==> src/scs_defines.vh <==
`ifndef SCS_DEFINES_VH
`define SCS_DEFINES_VH
// Clock rate and timing
`define SCS_CLK_MHZ          100
`define SCS_SERVO_CYCLE_US   120
`define SCS_POLL_US          40
`define SCS_CYCLE_CLKS       (`SCS_SERVO_CYCLE_US * `SCS_CLK_MHZ)
`define SCS_POLL_CLKS        (`SCS_POLL_US * `SCS_CLK_MHZ)
`define SCS_POLLS_PER_CYCLE  3
// Task slot positions (bit index of one-hot task strobe)
`define SCS_TASK_SERIAL      0
`define SCS_TASK_CONTROL     1
`define SCS_TASK_PROGRAM     2
`define SCS_TASK_MOTION      3
`define SCS_TASK_STATUS      4
`define SCS_TASK_ERROR       5
`define SCS_NUM_TASKS        6
// Reset values and serial data width
`define SCS_CONC_RST         1'b0
`define SCS_DATA_W           8
`endif

==> src/scs_servo_cycle_sequencer.v <==
`timescale 1ns/1ps
`include "scs_defines.vh"
module scs_servo_cycle_sequencer #(
  parameter POLL_CLKS = `SCS_POLL_CLKS,
  parameter ERR_W     = 16,
  parameter TQ_W      = 16,
  parameter TMR_W     = 16,
  parameter DATA_W    = `SCS_DATA_W,
  parameter STAT_W    = 16
) (
  ref_clk,
  rst_n,
  clk_en,
  concurrency_on_cmd,
  concurrency_off_cmd,
  hold_entry_mode,
  hold_enter_thresh,
  hold_exit_thresh,
  hold_check_torque,
  hold_settle_delay,
  error_limit_delay,
  tq_move_limit,
  tq_hold_limit,
  pos_error,
  closed_loop_torque,
  control_output_calc,
  traj_active,
  stop_cond,
  prog_cmd_valid,
  prog_cmd_is_motion,
  prog_cmd_long,
  prog_cmd_done,
  host_motion_cmd,
  ser_rx_valid,
  ser_rx_data,
  ser_tx_valid,
  ser_tx_data,
  ser_rx_take,
  ser_tx_take,
  stat_word0_in,
  stat_word1_in,
  stat_word2_in,
  io_in,
  io_out_next,
  err_user_in,
  err_fixed_in,
  task_strobe,
  servo_cycle_tick,
  serial_poll_tick,
  prog_cmd_issue,
  motion_start,
  concurrency_en,
  open_loop,
  error_limit_timer,
  torque_cmd,
  control_output,
  stat_word0,
  stat_word1,
  stat_word2,
  io_in_sampled,
  io_out,
  err_flag
);
  input                   ref_clk;
  input                   rst_n;
  input                   clk_en;
  input                   concurrency_on_cmd;
  input                   concurrency_off_cmd;
  input                   hold_entry_mode;
  input  [ERR_W-1:0]      hold_enter_thresh;
  input  [ERR_W-1:0]      hold_exit_thresh;
  input                   hold_check_torque;
  input  [TMR_W-1:0]      hold_settle_delay;
  input  [TMR_W-1:0]      error_limit_delay;
  input  [TQ_W-1:0]       tq_move_limit;
  input  [TQ_W-1:0]       tq_hold_limit;
  input  [ERR_W-1:0]      pos_error;
  input  [TQ_W-1:0]       closed_loop_torque;
  input  [TQ_W-1:0]       control_output_calc;
  input                   traj_active;
  input                   stop_cond;
  input                   prog_cmd_valid;
  input                   prog_cmd_is_motion;
  input                   prog_cmd_long;
  input                   prog_cmd_done;
  input                   host_motion_cmd;
  input                   ser_rx_valid;
  input  [DATA_W-1:0]     ser_rx_data;
  input                   ser_tx_valid;
  input  [DATA_W-1:0]     ser_tx_data;
  output                  ser_rx_take;
  output                  ser_tx_take;
  input  [STAT_W-1:0]     stat_word0_in;
  input  [STAT_W-1:0]     stat_word1_in;
  input  [STAT_W-1:0]     stat_word2_in;
  input  [7:0]            io_in;
  input  [7:0]            io_out_next;
  input                   err_user_in;
  input                   err_fixed_in;
  output [`SCS_NUM_TASKS-1:0] task_strobe;
  output                  servo_cycle_tick;
  output                  serial_poll_tick;
  output                  prog_cmd_issue;
  output                  motion_start;
  output                  concurrency_en;
  output                  open_loop;
  output                  error_limit_timer;
  output [TQ_W-1:0]       torque_cmd;
  output [TQ_W-1:0]       control_output;
  output [STAT_W-1:0]     stat_word0;
  output [STAT_W-1:0]     stat_word1;
  output [STAT_W-1:0]     stat_word2;
  output [7:0]            io_in_sampled;
  output [7:0]            io_out;
  output                  err_flag;

  // Task sequencer states, one-hot
  localparam [6:0] ST_IDLE = 7'h01;
  localparam [6:0] ST_CTRL = 7'h02;
  localparam [6:0] ST_PROG = 7'h04;
  localparam [6:0] ST_MOT  = 7'h08;
  localparam [6:0] ST_STAT = 7'h10;
  localparam [6:0] ST_ERR  = 7'h20;
  localparam [6:0] ST_DONE = 7'h40;

  wire                    poll_tick;
  wire                    cycle_tick;
  reg  [6:0]              st_r;
  reg  [6:0]              st_nxt;
  reg                     conc_r;
  reg                     prog_busy_r;
  reg                     motion_wait_r;
  reg                     issue_r;
  reg                     mstart_r;
  reg                     open_r;
  reg  [TMR_W-1:0]        settle_cnt_r;
  reg                     settle_run_r;
  reg  [TMR_W-1:0]        erl_cnt_r;
  reg                     erl_done_r;
  reg  [TQ_W-1:0]         torque_r;
  reg  [TQ_W-1:0]         ctrl_r;
  reg  [STAT_W-1:0]       sw0_r;
  reg  [STAT_W-1:0]       sw1_r;
  reg  [STAT_W-1:0]       sw2_r;
  reg  [7:0]              io_in_s1_r;
  reg  [7:0]              io_in_s2_r;
  reg  [7:0]              io_in_r;
  reg  [7:0]              io_out_r;
  reg                     err_r;
  wire                    hold_en;
  wire                    enter_ok;
  wire                    torque_ok;
  wire                    exit_now;
  wire [TQ_W-1:0]         tq_limit;
  wire                    can_issue;

  scs_tick_gen #(
    .POLL_CLKS (POLL_CLKS)
  ) u_tick (
    .ref_clk    (ref_clk),
    .rst_n      (rst_n),
    .clk_en     (clk_en),
    .poll_tick  (poll_tick),
    .cycle_tick (cycle_tick),
    .poll_idx   ()
  );

  assign servo_cycle_tick = cycle_tick;
  assign serial_poll_tick = poll_tick;
  // One byte each way per poll period
  assign ser_rx_take = poll_tick & ser_rx_valid;
  assign ser_tx_take = poll_tick & ser_tx_valid;

  // One-hot task strobes; serial strobes thrice per cycle
  assign task_strobe[`SCS_TASK_SERIAL]  = poll_tick;
  assign task_strobe[`SCS_TASK_CONTROL] = st_r[1] & clk_en;
  assign task_strobe[`SCS_TASK_PROGRAM] = st_r[2] & clk_en;
  assign task_strobe[`SCS_TASK_MOTION]  = st_r[3] & clk_en;
  assign task_strobe[`SCS_TASK_STATUS]  = st_r[4] & clk_en;
  assign task_strobe[`SCS_TASK_ERROR]   = st_r[5] & clk_en;

  // Task walk starts on the cycle tick, third serial slot done first
  always @* begin
    st_nxt = st_r;
    case (st_r)
      ST_IDLE: if (cycle_tick) st_nxt = ST_CTRL;
      ST_CTRL: st_nxt = ST_PROG;
      ST_PROG: st_nxt = ST_MOT;
      ST_MOT:  st_nxt = ST_STAT;
      ST_STAT: st_nxt = ST_ERR;
      ST_ERR:  st_nxt = ST_DONE;
      ST_DONE: st_nxt = ST_IDLE;
      default: st_nxt = ST_IDLE;
    endcase
  end

  always @(posedge ref_clk or negedge rst_n) begin
    if (!rst_n) begin
      st_r <= ST_IDLE;
    end else if (clk_en) begin
      st_r <= st_nxt;
    end
  end

  // Off wins over on if both arrive together, safer default
  always @(posedge ref_clk or negedge rst_n) begin
    if (!rst_n) begin
      conc_r <= `SCS_CONC_RST;
    end else if (clk_en) begin
      if (concurrency_off_cmd) begin
        conc_r <= 1'b0;
      end else if (concurrency_on_cmd) begin
        conc_r <= 1'b1;
      end
    end
  end
  assign concurrency_en = conc_r;

  // Program issue gate: previous done, and generator idle unless concurrent
  assign can_issue = prog_cmd_valid & ~prog_busy_r & ~motion_wait_r
                   & (conc_r | ~traj_active);

  always @(posedge ref_clk or negedge rst_n) begin
    if (!rst_n) begin
      prog_busy_r   <= 1'b0;
      motion_wait_r <= 1'b0;
      issue_r       <= 1'b0;
      mstart_r      <= 1'b0;
    end else if (clk_en) begin
      issue_r  <= 1'b0;
      mstart_r <= 1'b0;
      // Delay and wait commands hold until done; others finish in the slot
      if (prog_busy_r & prog_cmd_done) begin
        prog_busy_r <= 1'b0;
      end
      // Halted program resumes once generator idle or stop seen
      if (motion_wait_r & (~traj_active | stop_cond)) begin
        motion_wait_r <= 1'b0;
      end
      if (st_r[2] & can_issue) begin
        issue_r     <= 1'b1;
        prog_busy_r <= prog_cmd_long;
        // Without concurrency the motion halts program flow
        if (prog_cmd_is_motion & ~conc_r) begin
          motion_wait_r <= 1'b1;
        end
      end
      if (st_r[3] & ((issue_r & prog_cmd_is_motion) | host_motion_cmd)) begin
        mstart_r <= 1'b1;
      end
    end
  end
  assign prog_cmd_issue = issue_r;
  assign motion_start   = mstart_r;

  // Deadband hold decisions
  assign hold_en   = (hold_enter_thresh != {ERR_W{1'b0}})
                   | (hold_exit_thresh != {ERR_W{1'b0}});
  assign tq_limit  = erl_done_r ? tq_hold_limit : tq_move_limit;
  assign torque_ok = ~hold_check_torque | (closed_loop_torque <= tq_limit);
  assign enter_ok  = hold_en & (pos_error <= hold_enter_thresh)
                   & torque_ok
                   & (hold_entry_mode | ~traj_active);
  assign exit_now  = pos_error >= hold_exit_thresh;

  // Evaluated once per cycle in the control slot, exit is immediate
  always @(posedge ref_clk or negedge rst_n) begin
    if (!rst_n) begin
      open_r       <= 1'b0;
      settle_cnt_r <= {TMR_W{1'b0}};
      settle_run_r <= 1'b0;
      erl_cnt_r    <= {TMR_W{1'b0}};
      erl_done_r   <= 1'b0;
      ctrl_r       <= {TQ_W{1'b0}};
      torque_r     <= {TQ_W{1'b0}};
    end else if (clk_en) begin
      if (open_r & (exit_now | ~hold_en)) begin
        open_r       <= 1'b0;
        settle_run_r <= 1'b0;
      end else if (st_r[1]) begin
        if (open_r) begin
          // Error-limit timer counts servo cycles after entry
          if (erl_cnt_r >= error_limit_delay) begin
            erl_done_r <= 1'b1;
          end else begin
            erl_cnt_r <= erl_cnt_r + {{(TMR_W-1){1'b0}}, 1'b1};
          end
          torque_r <= erl_done_r ? tq_hold_limit : tq_move_limit;
        end else begin
          ctrl_r   <= control_output_calc;
          torque_r <= control_output_calc;
          if (~enter_ok) begin
            settle_run_r <= 1'b0;
            settle_cnt_r <= {TMR_W{1'b0}};
          end else if (settle_cnt_r >= hold_settle_delay) begin
            open_r       <= 1'b1;
            settle_run_r <= 1'b0;
            settle_cnt_r <= {TMR_W{1'b0}};
            erl_cnt_r    <= {TMR_W{1'b0}};
            erl_done_r   <= 1'b0;
            torque_r     <= tq_move_limit;
          end else begin
            settle_run_r <= 1'b1;
            settle_cnt_r <= settle_cnt_r + {{(TMR_W-1){1'b0}}, 1'b1};
          end
        end
      end
    end
  end
  assign open_loop         = open_r;
  assign error_limit_timer = open_r & ~erl_done_r;
  assign torque_cmd        = torque_r;
  assign control_output    = ctrl_r;

  // Pin inputs pass two flops before use
  always @(posedge ref_clk or negedge rst_n) begin
    if (!rst_n) begin
      io_in_s1_r <= 8'h00;
      io_in_s2_r <= 8'h00;
    end else if (clk_en) begin
      io_in_s1_r <= io_in;
      io_in_s2_r <= io_in_s1_r;
    end
  end

  // Status words and I/O refreshed only in their slot
  always @(posedge ref_clk or negedge rst_n) begin
    if (!rst_n) begin
      sw0_r    <= {STAT_W{1'b0}};
      sw1_r    <= {STAT_W{1'b0}};
      sw2_r    <= {STAT_W{1'b0}};
      io_in_r  <= 8'h00;
      io_out_r <= 8'h00;
      err_r    <= 1'b0;
    end else if (clk_en) begin
      if (st_r[4]) begin
        sw0_r    <= stat_word0_in;
        sw1_r    <= stat_word1_in;
        sw2_r    <= stat_word2_in;
        io_in_r  <= io_in_s2_r;
        io_out_r <= io_out_next;
      end
      if (st_r[5]) begin
        err_r <= err_user_in | err_fixed_in;
      end
    end
  end
  assign stat_word0    = sw0_r;
  assign stat_word1    = sw1_r;
  assign stat_word2    = sw2_r;
  assign io_in_sampled = io_in_r;
  assign io_out        = io_out_r;
  assign err_flag      = err_r;
endmodule // scs_servo_cycle_sequencer

==> src/scs_tick_gen.v <==
`timescale 1ns/1ps
`include "scs_defines.vh"
module scs_tick_gen #(
  parameter POLL_CLKS = `SCS_POLL_CLKS,
  parameter CNT_W     = 16
) (
  ref_clk,
  rst_n,
  clk_en,
  poll_tick,
  cycle_tick,
  poll_idx
);
  input              ref_clk;
  input              rst_n;
  input              clk_en;
  output             poll_tick;
  output             cycle_tick;
  output [1:0]       poll_idx;
  reg    [CNT_W-1:0] cnt_r;
  reg    [1:0]       poll_idx_r;
  wire               poll_end;
  // Full-width terms first, then cut on purpose to the counter widths
  localparam [31:0]      POLL_LAST_W = POLL_CLKS - 1;
  localparam [31:0]      IDX_LAST_W  = `SCS_POLLS_PER_CYCLE - 1;
  localparam [CNT_W-1:0] POLL_LAST   = POLL_LAST_W[CNT_W-1:0];
  localparam [1:0]       IDX_LAST    = IDX_LAST_W[1:0];
  assign poll_end   = (cnt_r == POLL_LAST);
  assign poll_tick  = clk_en & poll_end;
  assign cycle_tick = poll_tick & (poll_idx_r == IDX_LAST);
  assign poll_idx   = poll_idx_r;
  // One free counter, cycle is three poll periods
  always @(posedge ref_clk or negedge rst_n) begin
    if (!rst_n) begin
      cnt_r      <= {CNT_W{1'b0}};
      poll_idx_r <= 2'h0;
    end else if (clk_en) begin
      if (poll_end) begin
        cnt_r <= {CNT_W{1'b0}};
        if (poll_idx_r == IDX_LAST) begin
          poll_idx_r <= 2'h0;
        end else begin
          poll_idx_r <= poll_idx_r + 2'h1;
        end
      end else begin
        cnt_r <= cnt_r + {{(CNT_W-1){1'b0}}, 1'b1};
      end
    end
  end
endmodule // scs_tick_gen

==> config.mk <==
export PLATFORM = sky130hd
export DESIGN_NAME = scs_servo_cycle_sequencer
export DESIGN_NICKNAME = d
export VERILOG_FILES = /design/src/scs_servo_cycle_sequencer.v /design/src/scs_tick_gen.v
export VERILOG_INCLUDE_DIRS = /design/src
export SDC_FILE = /design/constraint.sdc
export NUM_CORES = 1
export LEC_CHECK = 0
export BUFFER_PORTS_ARGS = -buffer_cell sky130_fd_sc_hd__buf_2
export CORE_MARGIN = 2
export CORE_UTILIZATION = 46
export DETAILED_ROUTE_END_ITERATION = 10
export GPL_ROUTABILITY_DRIVEN = 0
export PLACE_DENSITY_LB_ADDON = 0.12
export SYNTH_ARGS = -nofsm -noshare
export SYNTH_HDL_FRONTEND = slang
export SYNTH_HIERARCHICAL = 1
export SYNTH_SLANG_ARGS = --single-unit
==> constraint.sdc <==
create_clock -name ref_clk -period 3.7 [get_ports ref_clk]
set_input_delay 0.555 -clock ref_clk [delete_from_list [all_inputs] [get_ports ref_clk]]
set_output_delay 0.555 -clock ref_clk [all_outputs]
set_load 0.01 [all_outputs]
Word-level counts from Yosys, hierarchy flattened

Cells that the tools add are included.

Word-level logic and storage cells: 132
Bits of input ports: 242
Flip-flop bits (word level): 177
Output and inout bits: 112

Eq/ne operators: 11
Muxes and demuxes: 32
Add/sub/neg operators: 4
Magnitude comparators: 5
Bitwise operators: 40
Reductions and logical operators: 18

Operators by type and width:

| cell                  | count |
|---|---|
| $mux 16               | 11 |
| $add 16x1->16 const B | 3 |
| $ge 16x16->1          | 3 |
| $pmux 7 s6            | 1 |
| $le 16x16->1          | 2 |
| $reduce_bool 16->1    | 2 |
| $and 1x1->1           | 23 |
| $mux 1                | 18 |
| $eq 16x12->1 const B  | 1 |
| $reduce_and 2->1      | 7 |
| $reduce_and 6->1      | 2 |
| $reduce_bool 2->1     | 5 |
| $not 1->1             | 9 |
| $or 1x1->1            | 8 |
| $eq 7x1->1 const B    | 1 |
| $eq 7x2->1 const B    | 1 |
| $eq 7x3->1 const B    | 1 |
| $eq 7x4->1 const B    | 1 |
| $eq 7x5->1 const B    | 1 |
| $eq 7x6->1 const B    | 1 |
| $mux 7                | 1 |
| $ne 2x2->1 const B    | 2 |
| $reduce_and 4->1      | 1 |
| $reduce_and 3->1      | 1 |
| 4 further kinds       | 4 |

Depth between registers and ports, before layout

Gate-level depths: netlist (run 1).

Word-level depth: 9
Mapped depth: 13

By module

Netlist (run 1), hierarchy kept.

By module, submodules not included:

| module                    | cells each | instances | area an instance (sq um) |
|---|---|---|---|
| scs_servo_cycle_sequencer | 939        | 1         | 9487.8 |
| scs_tick_gen              | 87         | 1         | 944.7 |

Worst setup path after synthesis (run 1)

No wires, ideal clock.

Kind: register -> register
Start: register erl_done_r
End: register torque_r[10] (netlist: torque_cmd[10])
Library setup time: 0.124 ns
Cell stages (with the launch flop): 13
Buffers on the path: 3
Required time: 3.576 ns
Setup slack: 0.131 ns
Arrival time: 3.445 ns
Path through: dfrtp_1 clkbuf_1 buf_1 mux2i_1 ha_1 a21oi_1 o21ai_0 a221o_1 o311ai_2 nand4_1 buf_2 o2111a_1 a211o_1

Longest elaborated chain between the ends: 7

RTL lines:

| element                | line                                                             | RTL |
|---|---|---|
| from (decl)            | scs_servo_cycle_sequencer.v:139                                  | `reg erl_done_r;` |
| from (signal assigned) | scs_servo_cycle_sequencer.v:273                                  | `erl_done_r <= 1'b0;` |
| from (signal assigned) | scs_servo_cycle_sequencer.v:284                                  | `erl_done_r <= 1'b1;` |
| from (signal assigned) | scs_servo_cycle_sequencer.v:300                                  | `erl_done_r <= 1'b0;` |
| $mux 16 (*)            | scs_servo_cycle_sequencer.v:259, scs_servo_cycle_sequencer.v:288 |  |
| $le 16x16->1           | scs_servo_cycle_sequencer.v:260                                  | `assign torque_ok = ~hold_check_torque \| (closed_loop_torque <= tq_limit);` |
| $or 1x1->1             | scs_servo_cycle_sequencer.v:260                                  |  |
| $and 1x1->1            | scs_servo_cycle_sequencer.v:262                                  | `& torque_ok` |
| $and 1x1->1            | scs_servo_cycle_sequencer.v:263                                  | `& (hold_entry_mode \| ~traj_active);` |
| $mux 16                | scs_servo_cycle_sequencer.v:292                                  | `if (~enter_ok) begin` |
| $mux 16 (*)            | scs_servo_cycle_sequencer.v:281                                  | `if (open_r) begin` |
| to (signal assigned)   | scs_servo_cycle_sequencer.v:288                                  | `torque_r <= erl_done_r ? tq_hold_limit : tq_move_limit;` |
| to (signal assigned)   | scs_servo_cycle_sequencer.v:291                                  | `torque_r <= control_output_calc;` |
| to (signal assigned)   | scs_servo_cycle_sequencer.v:301                                  | `torque_r <= tq_move_limit;` |
| to (decl)              | scs_servo_cycle_sequencer.v:140                                  | `reg [TQ_W-1:0] torque_r;` |

Mark *: on every way between the ends. The rest lies on a longest branch, timed or not.
A chain may end at the register's enable or synchronous reset.

Final worst setup path (run 1)

Start: register erl_done_r
End: register settle_cnt_r[7]

Longest elaborated chain between the ends: 6

RTL lines:

| element              | line                            | RTL |
|---|---|---|
| $mux 16              | scs_servo_cycle_sequencer.v:259 | `assign tq_limit = erl_done_r ? tq_hold_limit : tq_move_limit;` |
| $le 16x16->1         | scs_servo_cycle_sequencer.v:260 |  |
| $or 1x1->1           | scs_servo_cycle_sequencer.v:260 |  |
| $and 1x1->1          | scs_servo_cycle_sequencer.v:262 |  |
| $and 1x1->1          | scs_servo_cycle_sequencer.v:263 |  |
| $mux 16              | scs_servo_cycle_sequencer.v:292 |  |
| to (signal assigned) | scs_servo_cycle_sequencer.v:270 | `settle_cnt_r <= {TMR_W{1'b0}};` |
| to (signal assigned) | scs_servo_cycle_sequencer.v:294 | `settle_cnt_r <= {TMR_W{1'b0}};` |
| to (signal assigned) | scs_servo_cycle_sequencer.v:298 | `settle_cnt_r <= {TMR_W{1'b0}};` |
| to (decl)            | scs_servo_cycle_sequencer.v:136 | `reg [TMR_W-1:0] settle_cnt_r;` |

Every way passes these cells.

==> impl_results.html, run 1 <==
<table>
<tr><th>Metric</th><th>Value</th></tr>
<tr><th colspan="2">Clocking</th></tr>
<tr><td>Post-CTS clock slew at the launch and capture registers of the worst setup and hold paths</td><td>0.08 ns</td></tr>
<tr><td>Hold buffer count at CTS</td><td>0</td></tr>
<tr><td>Sink Count</td><td>177</td></tr>
<tr><td>Source-to-sink clock delay at the later pin of the worst-skew pair</td><td>0.43 ns</td></tr>
<tr><td>Cts bufs inserted</td><td>17</td></tr>
<tr><td>Total number of H-tree levels</td><td>4</td></tr>
<tr><td>Maximum clock insertion buffer count</td><td>2</td></tr>
<tr><td>CTS tree</td><td>yes</td></tr>
<tr><td>CTS root buffer</td><td>clkbuf_16</td></tr>
<tr><th colspan="2">GRT</th></tr>
<tr><td>Number of antenna violations at the first check in global routing</td><td>6</td></tr>
<tr><td>Congestion Overflow GR</td><td>0</td></tr>
<tr><td>Largest net degree at the start of global routing</td><td>98</td></tr>
<tr><td>Via count of the first global-routing pass</td><td>8642</td></tr>
<tr><td>Total GRT Usage</td><td>23.48%</td></tr>
<tr><td>First-pass GRT wire length</td><td>44570 um</td></tr>
<tr><th colspan="2">Synthesis</th></tr>
<tr><td>Cells after synthesis</td><td>1026</td></tr>
<tr><td>Synth unique cells</td><td>68</td></tr>
<tr><td>Largest area contributor in the netlist</td><td>dfrtp_1</td></tr>
<tr><td>Synthesized cell area</td><td>0.01043 mm2</td></tr>
<tr><td>Net count after synthesis</td><td>1351</td></tr>
<tr><td>Flip-flop and latch count after synthesis</td><td>177</td></tr>
<tr><td>Synth area leaders</td><td>dfrtp_1 42%, ha_1 10%, mux2_2 9.0%</td></tr>
<tr><td>Syn. warnings</td><td>6</td></tr>
<tr><td>Synthesized-area fraction occupied by xor and xnor cells</td><td>1.175%</td></tr>
<tr><td>Fraction of synthesized area in multiplexers</td><td>10.78%</td></tr>
<tr><td>Arithmetic-cell share of the synthesized area counting full adders, half adders and majority gates</td><td>9.954%</td></tr>
<tr><td>Compound-Gate Fraction of Synth Area</td><td>16.11%</td></tr>
<tr><td>Async S/R FF share, synth</td><td>100.0%</td></tr>
<tr><td>Number of flops mapped to enable cells by yosys</td><td>0</td></tr>
<tr><td>Fraction of the yosys area taken by sequential cells</td><td>42.47%</td></tr>
<tr><td>Share of synthesized cell area in and, or, nand and nor gates</td><td>14.49%</td></tr>
<tr><td>Proportion of netlist area held by the largest area contributor</td><td>42.22%</td></tr>
<tr><td>Per-instance average area after synthesis</td><td>10.17 um2</td></tr>
<tr><td>Dominant synthesized flop cell</td><td>dfrtp_1</td></tr>
<tr><td>Combinational family with the most area after synthesis</td><td>compound AO/OA/AOI/OAI gates</td></tr>
<tr><th colspan="2">Layout</th></tr>
<tr><td>Final Util</td><td>58.47%</td></tr>
<tr><td>Number of nets in the layout</td><td>1685</td></tr>
<tr><td>Fraction of layout instances using a drive strength above 1</td><td>36.42%</td></tr>
<tr><td>Multi-input logic area</td><td>0.005507 mm2</td></tr>
<tr><td>Most frequent standard cell in the layout excluding fill and tap cells</td><td>buf_2</td></tr>
<tr><td>Flip-flop and latch area</td><td>0.004431 mm2</td></tr>
<tr><td>Layout overhead on the synthesized area</td><td>25.74%</td></tr>
<tr><td>Fillers</td><td>2038</td></tr>
<tr><td>Count of placed standard cells in the final layout, fillers left out</td><td>1663</td></tr>
<tr><td>Commonest cells after routing, fill and taps aside</td><td>336 x buf_2, 176 x dfrtp_1, 109 x nand2_1, 85 x inv_1</td></tr>
<tr><th colspan="2">Detailed routing</th></tr>
<tr><td>Detailed-route DRC error count</td><td>0</td></tr>
<tr><td>Detailed-route vias per instance</td><td>5.370</td></tr>
<tr><td>Wire length after detailed routing</td><td>28020 um</td></tr>
<tr><td>Via count</td><td>8930</td></tr>
<tr><td>Max layer used</td><td>met5</td></tr>
<tr><td>Post-DRT Antenna Nets</td><td>0</td></tr>
<tr><td>DR WL met3</td><td>1508 um</td></tr>
<tr><td>Wire length on met1</td><td>12560 um</td></tr>
<tr><td>Met2 Routed Length</td><td>13310 um</td></tr>
<tr><td>1st-pass router iterations</td><td>4</td></tr>
<tr><td>Routed WL per cell</td><td>16.85 um</td></tr>
<tr><td>First DRT Iteration DRCs</td><td>418</td></tr>
<tr><th colspan="2">STA</th></tr>
<tr><td>Final clock period utilization by the worst path</td><td>93.41%</td></tr>
<tr><td>Tightest slew margin relative to the limit</td><td>40.38%</td></tr>
<tr><td>Max Transition Viols Final</td><td>0</td></tr>
<tr><td># setup viols final</td><td>0</td></tr>
<tr><td>Final-report hold violation count</td><td>0</td></tr>
<tr><td>Actual transition at the worst max-transition pin</td><td>0.8943 ns</td></tr>
<tr><td>Post-Route Skew</td><td>0.01092 ns</td></tr>
<tr><td>Max frequency</td><td>289.3 MHz</td></tr>
<tr><td>Sum of negative setup slack</td><td>0 ns</td></tr>
<tr><td>Fin crit period</td><td>3.456 ns</td></tr>
<tr><td>Unrepaired setup endpoints after global routing</td><td>false</td></tr>
<tr><th colspan="2">Placed design</th></tr>
<tr><td>Half-perimeter wire length after detailed placement</td><td>21490 um</td></tr>
<tr><td>Number of cells after detailed placement</td><td>1626</td></tr>
<tr><td>Port Buf Inserts</td><td>337</td></tr>
<tr><th colspan="2">Critical path</th></tr>
<tr><td>Reg-to-reg setup timing slack</td><td>0.24 ns</td></tr>
<tr><td>Data required, critical path</td><td>4.07 ns</td></tr>
<tr><td>Worst endpoint data arrival time</td><td>3.83 ns</td></tr>
<tr><td>Cell-by-cell trace of the critical path</td><td>buf_4 &gt; mux2i_1 &gt; ha_1 &gt; a21oi_1 &gt; nand2_1 &gt; a221o_1 &gt; o311ai_2 &gt; or4b_1 &gt; buf_4 &gt; o21ai_0 &gt; a22o_1</td></tr>
<tr><td>R2r endpoint</td><td>settle_cnt_r[7]</td></tr>
<tr><td>Crit-path max FO</td><td>15</td></tr>
<tr><td>Critical path class</td><td>register to register</td></tr>
<tr><td>Sort of element at the end of the critical path</td><td>register</td></tr>
<tr><td>FF-to-FF Start</td><td>erl_done_r</td></tr>
<tr><td>Max stage delay cell, worst path</td><td>or4b_1</td></tr>
<tr><td>Most common cell type on the critical path</td><td>buf_4</td></tr>
<tr><td>Length in cells of the worst reg-to-reg path</td><td>11</td></tr>
<tr><td>Critical path startpoint category</td><td>register</td></tr>
<tr><td>Max stage delay on crit path</td><td>0.60 ns</td></tr>
<tr><th colspan="2">Floorplanning</th></tr>
<tr><td>DIE WIDTH</td><td>154.6 um</td></tr>
<tr><td>FP Rows</td><td>55</td></tr>
<tr><td>Effective utilization at floorplan</td><td>46.50%</td></tr>
<tr><td>Number of ports placed on the die boundary</td><td>354</td></tr>
<tr><td>Height of the die</td><td>154.6 um</td></tr>
<tr><td>Core area</td><td>0.02243 mm2</td></tr>
<tr><td>DIE AREA</td><td>0.02390 mm2</td></tr>
<tr><th colspan="2">Run status</th></tr>
<tr><td>Outcome</td><td>finished clean</td></tr>
<tr><th colspan="2">Pwr</th></tr>
<tr><td>Power consumption</td><td>4.998 mW</td></tr>
<tr><td>Worst supply voltage drop on vdd</td><td>0.3122 mV</td></tr>
<tr><td>Power per cell area</td><td>381.0 mW/mm2</td></tr>
<tr><td>Static leakage</td><td>6.874 nW</td></tr>
<tr><th colspan="2">Run</th></tr>
<tr><td>Max Cap Violations</td><td>0</td></tr>
<tr><th colspan="2">Min path</th></tr>
<tr><td>Type of the tightest min-delay check</td><td>input port to async pin</td></tr>
</table>
[repair_timing]
item / 4_1_cts / 5_1_grt
resized for setup: 0 / 2
setup endpoints to repair: 0 / 11
setup buffers: 0 / 0
[per-layer routing]
| layer | up-vias | track usage, % |
|---|---|---|
| met5 | - | 0 |
| met4 | 2 | 9.083 |
| met3 | 33 | 4.987 |
| met2 | 240 | 37.82 |
| met1 | 4239 | 31.21 |
| li1 | 4416 | - |
[synthesized netlist by cell type, drive strengths merged, types with 10 or more instances]
cell / n
a211o: 18
a21o: 10
a21oi: 31
a221o: 15
a22o: 11
a2bb2oi: 14
and3: 21
and4: 11
buf: 13
clkbuf: 32
dfrtp: 176
ha: 83
inv: 85
mux2: 83
mux2i: 19
nand2: 110
nand3: 27
nand4: 22
nor2: 42
nor4: 16
o2111a: 15
o21a: 20
o21ai: 41
o31ai: 17
[worst max-delay path by stage]
stage,from,to,slack (ns),depth (start not counted)
2_1_floorplan,erl_done_r,torque_cmd[10],0.13,12
3_3_place_gp,tq_move_limit[5],settle_cnt_r[0],0.20,10
3_5_place_dp,tq_move_limit[5],settle_cnt_r[0],0.17,10
4_1_cts,erl_done_r,settle_cnt_r[0],0.16,10
5_1_grt,erl_done_r,settle_cnt_r[10],0.02,11
6_report,erl_done_r,settle_cnt_r[7],0.24,11
[layout make-up]
class | instances | share of cell area [%]
multi-input cells | 718 | 41.98
clock inverters | 15 | 1.412
diodes | 5 | 0.09538
well taps | 285 | 2.718
clock buffers | 17 | 3.243
repair buffers | 360 | 14.32
flip-flops and latches | 177 | 33.78
inverters | 86 | 2.461
[critical path: cells and delay by family, from the launching register on]
kind | cells | cell delay (ns)
and+or+nand+nor | 2 | 0.67
muxes | 1 | 0.32
buffers and inverters | 2 | 0.50
DFF | 1 | 0.35
adders and majority gates | 1 | 0.31
AOI/OAI and AO/OA | 5 | 1.25
[kinds of logic (layout without fill, tap and decap cells)]
group           after synthesis  after routing
simple gates                294            294
compound gates              225            225
flops                       177            177
buf+inv                     131            478
mux                         102            102
fa+ha+maj                    83             83
xor+xnor                     14             14
other cells                   0              5
[per-stage QoR]
stage	area (um2)	hold slack (ns)	worst slack, ns
CTS	13100	0.2428	0.1577
global route	13110	0.2743	0.02343
finish	13120	0.1929	0.2437
floorplan	10430	0.2594	0.1309
global placement	12490	0.4541	0.2007
detailed placement	12490	0.4564	0.1745
[registers in the layout, summed over array words and instances (netlist names), 16 cells and up]
signal	count
control_output	16
erl_cnt_r	16
settle_cnt_r	16
stat_word0	16
stat_word1	16
stat_word2	16
torque_cmd	16
u_tick/cnt_r	16
[where the power goes]
| part | leakage (nW) | total, mW | switching, mW | internal (mW) |
|---|---|---|---|---|
| clock | 0.300 | 1.86 | 0.884 | 0.978 |
| sequential | 2.25 | 2.26 | 0.137 | 2.12 |
| combinational | 4.32 | 0.880 | 0.438 | 0.442 |
Power figures use the tool's default switching activity.
==> inputs of run 2 (changes only) <==
RECOVER_POWER = 100   (was not set)
==> run 2 against run 1 <==
The run now ends with capacitance limit, slew limit left. Sequential cell count is the same. Combinational power shrank 4.4%. Design area shrank 1.6%. Critical path depth is the same. Clock skew grew 0.0054 ns. Routed wire length shrank 0.20%. Hold slack gained 0.11 ns. Utilization shrank 0.95 points. Largest cell class unchanged. Highest routed layer unchanged.
==> impl_results.html, run 2 (same netlist as run 1, synthesis figures left out) <==
<table>
<tr><th>Metric</th><th>Value</th></tr>
<tr><th colspan="2">Run status</th></tr>
<tr><td>Outcome</td><td>finished with violations</td></tr>
<tr><td>Violated checks</td><td>capacitance limit, slew limit</td></tr>
<tr><th colspan="2">GRT</th></tr>
<tr><td>Via count of the first global-routing pass</td><td>8642</td></tr>
<tr><td>Number of antenna violations at the first check in global routing</td><td>6</td></tr>
<tr><td>Total GRT Usage</td><td>23.48%</td></tr>
<tr><td>First-pass GRT wire length</td><td>44570 um</td></tr>
<tr><td>Congestion Overflow GR</td><td>0</td></tr>
<tr><td>Largest net degree at the start of global routing</td><td>98</td></tr>
<tr><th colspan="2">STA</th></tr>
<tr><td>Fin crit period</td><td>3.461 ns</td></tr>
<tr><td>Unrepaired setup endpoints after global routing</td><td>false</td></tr>
<tr><td>Max Transition Viols Final</td><td>175</td></tr>
<tr><td>Sum of negative setup slack</td><td>0 ns</td></tr>
<tr><td># setup viols final</td><td>0</td></tr>
<tr><td>Tightest slew margin relative to the limit</td><td>-58.69%</td></tr>
<tr><td>Actual transition at the worst max-transition pin</td><td>2.380 ns</td></tr>
<tr><td>Max frequency</td><td>288.9 MHz</td></tr>
<tr><td>Post-Route Skew</td><td>0.01629 ns</td></tr>
<tr><td>Final-report hold violation count</td><td>0</td></tr>
<tr><td>Final clock period utilization by the worst path</td><td>93.55%</td></tr>
<tr><th colspan="2">Critical path</th></tr>
<tr><td>Logic depth of the worst path, buffers included</td><td>11</td></tr>
<tr><td>Length in cells of the worst reg-to-reg path</td><td>11</td></tr>
<tr><td>FF-to-FF Start</td><td>erl_done_r</td></tr>
<tr><td>Reg-to-reg setup timing slack</td><td>0.24 ns</td></tr>
<tr><td>Data required, critical path</td><td>4.07 ns</td></tr>
<tr><td>Top cell family by delay on the critical path</td><td>compound AO/OA/AOI/OAI gates</td></tr>
<tr><td>Sort of element at the end of the critical path</td><td>register</td></tr>
<tr><td>Most common cell type on the critical path</td><td>buf_4</td></tr>
<tr><td>Count of buffer and inverter cells on the critical path</td><td>2</td></tr>
<tr><td>Critical path startpoint category</td><td>register</td></tr>
<tr><td>Worst endpoint data arrival time</td><td>3.83 ns</td></tr>
<tr><td>Crit-path max FO</td><td>15</td></tr>
<tr><td>Max stage delay on crit path</td><td>0.59 ns</td></tr>
<tr><td>Cell-by-cell trace of the critical path</td><td>buf_4 &gt; mux2i_1 &gt; ha_1 &gt; a21oi_1 &gt; nand2_1 &gt; a221o_1 &gt; o311ai_2 &gt; or4b_1 &gt; buf_4 &gt; o21ai_0 &gt; a22o_1</td></tr>
<tr><td>R2r endpoint</td><td>settle_cnt_r[2]</td></tr>
<tr><td>Critical path class</td><td>register to register</td></tr>
<tr><td>Max stage delay cell, worst path</td><td>or4b_1</td></tr>
<tr><th colspan="2">Placed design</th></tr>
<tr><td>Half-perimeter wire length after detailed placement</td><td>21490 um</td></tr>
<tr><td>Port Buf Inserts</td><td>337</td></tr>
<tr><th colspan="2">Run</th></tr>
<tr><td>Max Cap Violations</td><td>3</td></tr>
<tr><th colspan="2">Detailed routing</th></tr>
<tr><td>Via count</td><td>8950</td></tr>
<tr><td>First DRT Iteration DRCs</td><td>430</td></tr>
<tr><td>Post-DRT Antenna Nets</td><td>0</td></tr>
<tr><td>1st-pass router iterations</td><td>5</td></tr>
<tr><td>Wire length after detailed routing</td><td>27960 um</td></tr>
<tr><td>Detailed-route DRC error count</td><td>0</td></tr>
<tr><td>Detailed-route vias per instance</td><td>5.382</td></tr>
<tr><td>Routed WL per cell</td><td>16.82 um</td></tr>
<tr><th colspan="2">Clocking</th></tr>
<tr><td>CTS tree</td><td>yes</td></tr>
<tr><td>Hold buffer count at CTS</td><td>0</td></tr>
<tr><td>Buffer count from post-CTS setup fixing</td><td>0</td></tr>
<tr><td>Total number of H-tree levels</td><td>4</td></tr>
<tr><td>Source-to-sink clock delay at the later pin of the worst-skew pair</td><td>0.44 ns</td></tr>
<tr><td>Cts bufs inserted</td><td>17</td></tr>
<tr><td>Post-CTS clock slew at the launch and capture registers of the worst setup and hold paths</td><td>0.07 ns</td></tr>
<tr><td>Sink Count</td><td>177</td></tr>
<tr><td>Maximum clock insertion buffer count</td><td>2</td></tr>
<tr><td>CTS root buffer</td><td>clkbuf_16</td></tr>
<tr><th colspan="2">Layout</th></tr>
<tr><td>Fraction of layout instances using a drive strength above 1</td><td>27.53%</td></tr>
<tr><td>Commonest cells after routing, fill and taps aside</td><td>226 x buf_2, 176 x dfrtp_1, 117 x clkbuf_1, 110 x nand2_1, 85 x inv_1</td></tr>
<tr><td>Most frequent standard cell in the layout excluding fill and tap cells</td><td>buf_2</td></tr>
<tr><td>Layout overhead on the synthesized area</td><td>23.69%</td></tr>
<tr><td>Number of nets in the layout</td><td>1685</td></tr>
<tr><th colspan="2">Floorplanning</th></tr>
<tr><td>FP Rows</td><td>55</td></tr>
<tr><td>Height of the die</td><td>154.6 um</td></tr>
<tr><td>DIE AREA</td><td>0.02390 mm2</td></tr>
<tr><td>DIE WIDTH</td><td>154.6 um</td></tr>
<tr><td>Core area</td><td>0.02243 mm2</td></tr>
<tr><td>Effective utilization at floorplan</td><td>46.50%</td></tr>
<tr><td>Number of ports placed on the die boundary</td><td>354</td></tr>
<tr><th colspan="2">Min path</th></tr>
<tr><td>Type of the tightest min-delay check</td><td>input port to register</td></tr>
<tr><td>Hold path startpoint</td><td>concurrency_off_cmd</td></tr>
<tr><td>Endpoint with the worst hold slack</td><td>concurrency_en</td></tr>
<tr><td>Hold Path Depth</td><td>2</td></tr>
<tr><th colspan="2">Pwr</th></tr>
<tr><td>Power consumption</td><td>4.962 mW</td></tr>
<tr><td>Power per cell area</td><td>384.5 mW/mm2</td></tr>
<tr><td>Worst supply voltage drop on vdd</td><td>0.3133 mV</td></tr>
<tr><td>Static leakage</td><td>6.455 nW</td></tr>
</table>
## run 2: changes by cell type in the layout (fill, tap and decap cells not counted), sizes merged
cell	previous run	this run
clkbuf	17	139
buf	360	238
## run 2: how the worst max path moves through the flow
stage                     start          endpoint  slack, ns
6_report             erl_done_r   settle_cnt_r[2]       0.24
5_1_grt              erl_done_r  settle_cnt_r[10]       0.03
4_1_cts              erl_done_r   settle_cnt_r[0]       0.16
3_5_place_dp   tq_move_limit[5]   settle_cnt_r[0]       0.17
3_3_place_gp   tq_move_limit[5]   settle_cnt_r[0]       0.20
2_1_floorplan        erl_done_r    torque_cmd[10]       0.13
## run 2: area by class of cell
| type | count | area (um2) |
|---|---|---|
| repair buffers | 360 | 1685 |
| clock buffers | 17 | 425.4 |
| inverters | 86 | 322.8 |
| flip-flops and latches | 177 | 4431 |
| multi-input cells | 718 | 5485 |
| diodes | 5 | 12.51 |
| fillers | 2112 | 9530 |
| well taps | 285 | 356.6 |
| clock inverters | 15 | 185.2 |
## run 2: stage by stage
step           worst slack (ns)  instances  cell area (um2)  hold WS, ns  utilization (%)
2_1_floorplan            0.1309       1026            10430       0.2594                -
3_3_place_gp             0.2007       1626            12490       0.4541            55.66
3_5_place_dp             0.1745       1626            12490       0.4564            55.66
4_1_cts                  0.1577       1658            13100       0.2428            58.38
5_1_grt                 0.02839       1661            12900       0.2960            57.50
6_report                 0.2386       1663            12900       0.3023            57.52
## run 2: what timing repair did
item | 4_1_cts | 5_1_grt
gates resized for setup | 0 | 2
setup endpoints to repair | 0 | 11
hold endpoints to repair | 0 | 0
## run 2: layer usage
metal  vias to the layer above  part of all wire [%]  track usage (%)
met4                         2                   2.4            9.083
met2                       253                    48            37.82
li1                       4417                     -                -
met1                      4243                    44            31.21
met3                        35                   5.8            4.987
met5                         -                 0.039                0
## run 2: power by group
| group | switching [mW] | internal (mW) | total [mW] | leakage (nW) |
|---|---|---|---|---|
| Combinational | 0.436 | 0.405 | 0.841 | 3.90 |
| Clock | 0.884 | 0.978 | 1.86 | 0.300 |
| Sequential | 0.140 | 2.12 | 2.26 | 2.25 |
| Total | 1.46 | 3.50 | 4.96 | 6.46 |
==> inputs of run 3 (changes only) <==
CORE_MARGIN = 5   (was 2)
==> run 3 against run 2 <==
The flow still finishes with violations (capacitance limit, slew limit). Count of clock-buffer cells in the layout increased by 1. Design area increased by 0.34%. Clock power hardly changed. Register-to-register slack worse by 0.06 ns. Sequential cell count stayed put. Routed wire length increased by 4.8%. Sequential power hardly changed. Combinational power rose by 0.8%. Utilization about the same. Largest power group unchanged. Power shrank 0.51%.
==> impl_results.html, run 3 (same netlist as run 1, synthesis figures left out) <==
<table>
<tr><th>Metric</th><th>Value</th></tr>
<tr><th colspan="2">Pwr</th></tr>
<tr><td>Worst supply voltage drop on vdd</td><td>0.3220 mV</td></tr>
<tr><td>Power per cell area</td><td>381.2 mW/mm2</td></tr>
<tr><td>Power consumption</td><td>4.936 mW</td></tr>
<tr><td>Static leakage</td><td>6.455 nW</td></tr>
<tr><th colspan="2">Run status</th></tr>
<tr><td>Violated checks</td><td>capacitance limit, slew limit</td></tr>
<tr><td>Outcome</td><td>finished with violations</td></tr>
<tr><th colspan="2">Detailed routing</th></tr>
<tr><td>Wire length after detailed routing</td><td>29310 um</td></tr>
<tr><td>First DRT Iteration DRCs</td><td>361</td></tr>
<tr><td>1st-pass router iterations</td><td>4</td></tr>
<tr><td>Routed WL per cell</td><td>17.56 um</td></tr>
<tr><td>Detailed-route DRC error count</td><td>0</td></tr>
<tr><td>Via count</td><td>9076</td></tr>
<tr><td>Post-DRT Antenna Nets</td><td>0</td></tr>
<tr><td>Detailed-route vias per instance</td><td>5.438</td></tr>
<tr><th colspan="2">Layout</th></tr>
<tr><td>Most frequent standard cell in the layout excluding fill and tap cells</td><td>buf_2</td></tr>
<tr><td>Number of nets in the layout</td><td>1687</td></tr>
<tr><td>Fraction of layout instances using a drive strength above 1</td><td>27.78%</td></tr>
<tr><td>Finished Cell Area</td><td>0.01295 mm2</td></tr>
<tr><td>Layout overhead on the synthesized area</td><td>24.11%</td></tr>
<tr><td>Fillers</td><td>2086</td></tr>
<tr><td>Commonest cells after routing, fill and taps aside</td><td>226 x buf_2, 176 x dfrtp_1, 115 x clkbuf_1, 110 x nand2_1, 85 x inv_1</td></tr>
<tr><th colspan="2">Critical path</th></tr>
<tr><td>R2r endpoint</td><td>settle_cnt_r[11]</td></tr>
<tr><td>Sort of element at the end of the critical path</td><td>register</td></tr>
<tr><td>Reg-to-reg setup timing slack</td><td>0.17 ns</td></tr>
<tr><td>Critical path class</td><td>register to register</td></tr>
<tr><td>Crit-path max FO</td><td>17</td></tr>
<tr><td>Critical path startpoint category</td><td>register</td></tr>
<tr><td>Data required, critical path</td><td>4.06 ns</td></tr>
<tr><td>Worst endpoint data arrival time</td><td>3.89 ns</td></tr>
<tr><td>FF-to-FF Start</td><td>erl_done_r</td></tr>
<tr><td>Length in cells of the worst reg-to-reg path</td><td>12</td></tr>
<tr><th colspan="2">Floorplanning</th></tr>
<tr><td>DIE WIDTH</td><td>160.6 um</td></tr>
<tr><td>Number of ports placed on the die boundary</td><td>354</td></tr>
<tr><td>Effective utilization at floorplan</td><td>46.36%</td></tr>
<tr><td>Core area</td><td>0.02250 mm2</td></tr>
<tr><td>DIE AREA</td><td>0.02579 mm2</td></tr>
<tr><td>Height of the die</td><td>160.6 um</td></tr>
<tr><td>FP Rows</td><td>55</td></tr>
<tr><th colspan="2">Placed design</th></tr>
<tr><td>Half-perimeter wire length after detailed placement</td><td>22710 um</td></tr>
<tr><td>Area after detailed placement</td><td>0.01251 mm2</td></tr>
<tr><td>Port Buf Inserts</td><td>337</td></tr>
<tr><th colspan="2">STA</th></tr>
<tr><td>Tightest slew margin relative to the limit</td><td>-27.64%</td></tr>
<tr><td>Actual transition at the worst max-transition pin</td><td>1.915 ns</td></tr>
<tr><td>Max Transition Viols Final</td><td>74</td></tr>
<tr><td>Post-Route Skew</td><td>0.01411 ns</td></tr>
<tr><td>Unrepaired setup endpoints after global routing</td><td>false</td></tr>
<tr><td># setup viols final</td><td>0</td></tr>
<tr><td>Final-report hold violation count</td><td>0</td></tr>
<tr><td>Final clock period utilization by the worst path</td><td>95.30%</td></tr>
<tr><td>Fin crit period</td><td>3.526 ns</td></tr>
<tr><td>Max frequency</td><td>283.6 MHz</td></tr>
<tr><td>Sum of negative setup slack</td><td>0 ns</td></tr>
<tr><th colspan="2">Clocking</th></tr>
<tr><td>Total number of H-tree levels</td><td>4</td></tr>
<tr><td>Hold buffer count at CTS</td><td>0</td></tr>
<tr><td>Maximum clock insertion buffer count</td><td>2</td></tr>
<tr><td>Cts bufs inserted</td><td>17</td></tr>
<tr><td>CTS tree</td><td>yes</td></tr>
<tr><td>Post-CTS clock slew at the launch and capture registers of the worst setup and hold paths</td><td>0.07 ns</td></tr>
<tr><td>Sink Count</td><td>177</td></tr>
<tr><td>Source-to-sink clock delay at the later pin of the worst-skew pair</td><td>0.43 ns</td></tr>
<tr><td>CTS root buffer</td><td>clkbuf_16</td></tr>
<tr><th colspan="2">Run</th></tr>
<tr><td>Max Cap Violations</td><td>1</td></tr>
<tr><th colspan="2">Min path</th></tr>
<tr><td>Type of the tightest min-delay check</td><td>input port to register</td></tr>
<tr><td>Hold Path Depth</td><td>2</td></tr>
<tr><td>Hold path startpoint</td><td>concurrency_off_cmd</td></tr>
<tr><td>Endpoint with the worst hold slack</td><td>concurrency_en</td></tr>
<tr><th colspan="2">GRT</th></tr>
<tr><td>Via count of the first global-routing pass</td><td>9102</td></tr>
<tr><td>Number of antenna violations at the first check in global routing</td><td>8</td></tr>
<tr><td>Total GRT Usage</td><td>22.42%</td></tr>
<tr><td>Congestion Overflow GR</td><td>0</td></tr>
<tr><td>Largest net degree at the start of global routing</td><td>74</td></tr>
<tr><td>First-pass GRT wire length</td><td>46990 um</td></tr>
</table>
[run 3: how the worst max path moves through the flow]
stage	start	to	slack (ns)	cells past startpoint
2_1_floorplan	erl_done_r	torque_cmd[10]	0.13	12
3_3_place_gp	tq_move_limit[14]	erl_cnt_r[1]	-0.0005	11
3_5_place_dp	tq_move_limit[14]	erl_cnt_r[1]	-0.07	11
4_1_cts	erl_done_r	torque_cmd[10]	0.003	11
5_1_grt	erl_done_r	settle_cnt_r[10]	0.02	12
6_report	erl_done_r	settle_cnt_r[11]	0.17	12
[run 3: power breakdown]
group	switching [mW]	internal, mW
clock	0.852	0.982
sequential	0.134	2.12
combinational	0.442	0.406
[run 3: layout make-up]
cell class	instances	area [um2]	share of cell area (%)
multi-input cells	718	5482	42.34
flip-flops and latches	177	4431	34.22
clock buffers	18	439.2	3.392
inverters	86	322.8	2.493
repair buffers	362	1728	13.35
diodes	9	22.52	0.1739
well taps	285	356.6	2.754
clock inverters	14	166.4	1.285
[run 3: critical path, cell delays in order, from the launching register on]
cell	delay, ns
dfrtp_1	0.39
buf_12	0.19
mux2i_2	0.27
ha_1	0.29
a21oi_1	0.17
nand2_1	0.08
a221o_1	0.39
o311ai_2	0.35
buf_4	0.18
or4b_1	0.56
buf_4	0.25
o21ai_0	0.18
a22o_1	0.16
[run 3: per-stage QoR]
stage          hold WS [ns]  utilization [%]  setup slack (ns)  std cells
2_1_floorplan        0.2594                -            0.1309       1026
4_1_cts              0.1665            58.32          0.003341       1660
3_3_place_gp         0.4559            55.61        -0.0005262       1628
3_5_place_dp         0.4594            55.61          -0.07234       1628
5_1_grt              0.2889            57.51           0.02046       1667
6_report             0.3071            57.54            0.1740       1669
[run 3: timing repair]
item	in CTS	in global routing
endpoints found under the setup margin	13	26
setup buffers	0	0
gates resized for setup	1	3
[run 3: metal layers]
layer  vias to the layer above  part of all wire (%)  track usage [%]
met2                       223                    50            37.66
li1                       4435                     -                -
met1                      4386                    43            28.73
met5                         -                 0.038                0
met3                        30                   5.3            5.517
met4                         2                   1.9            6.766
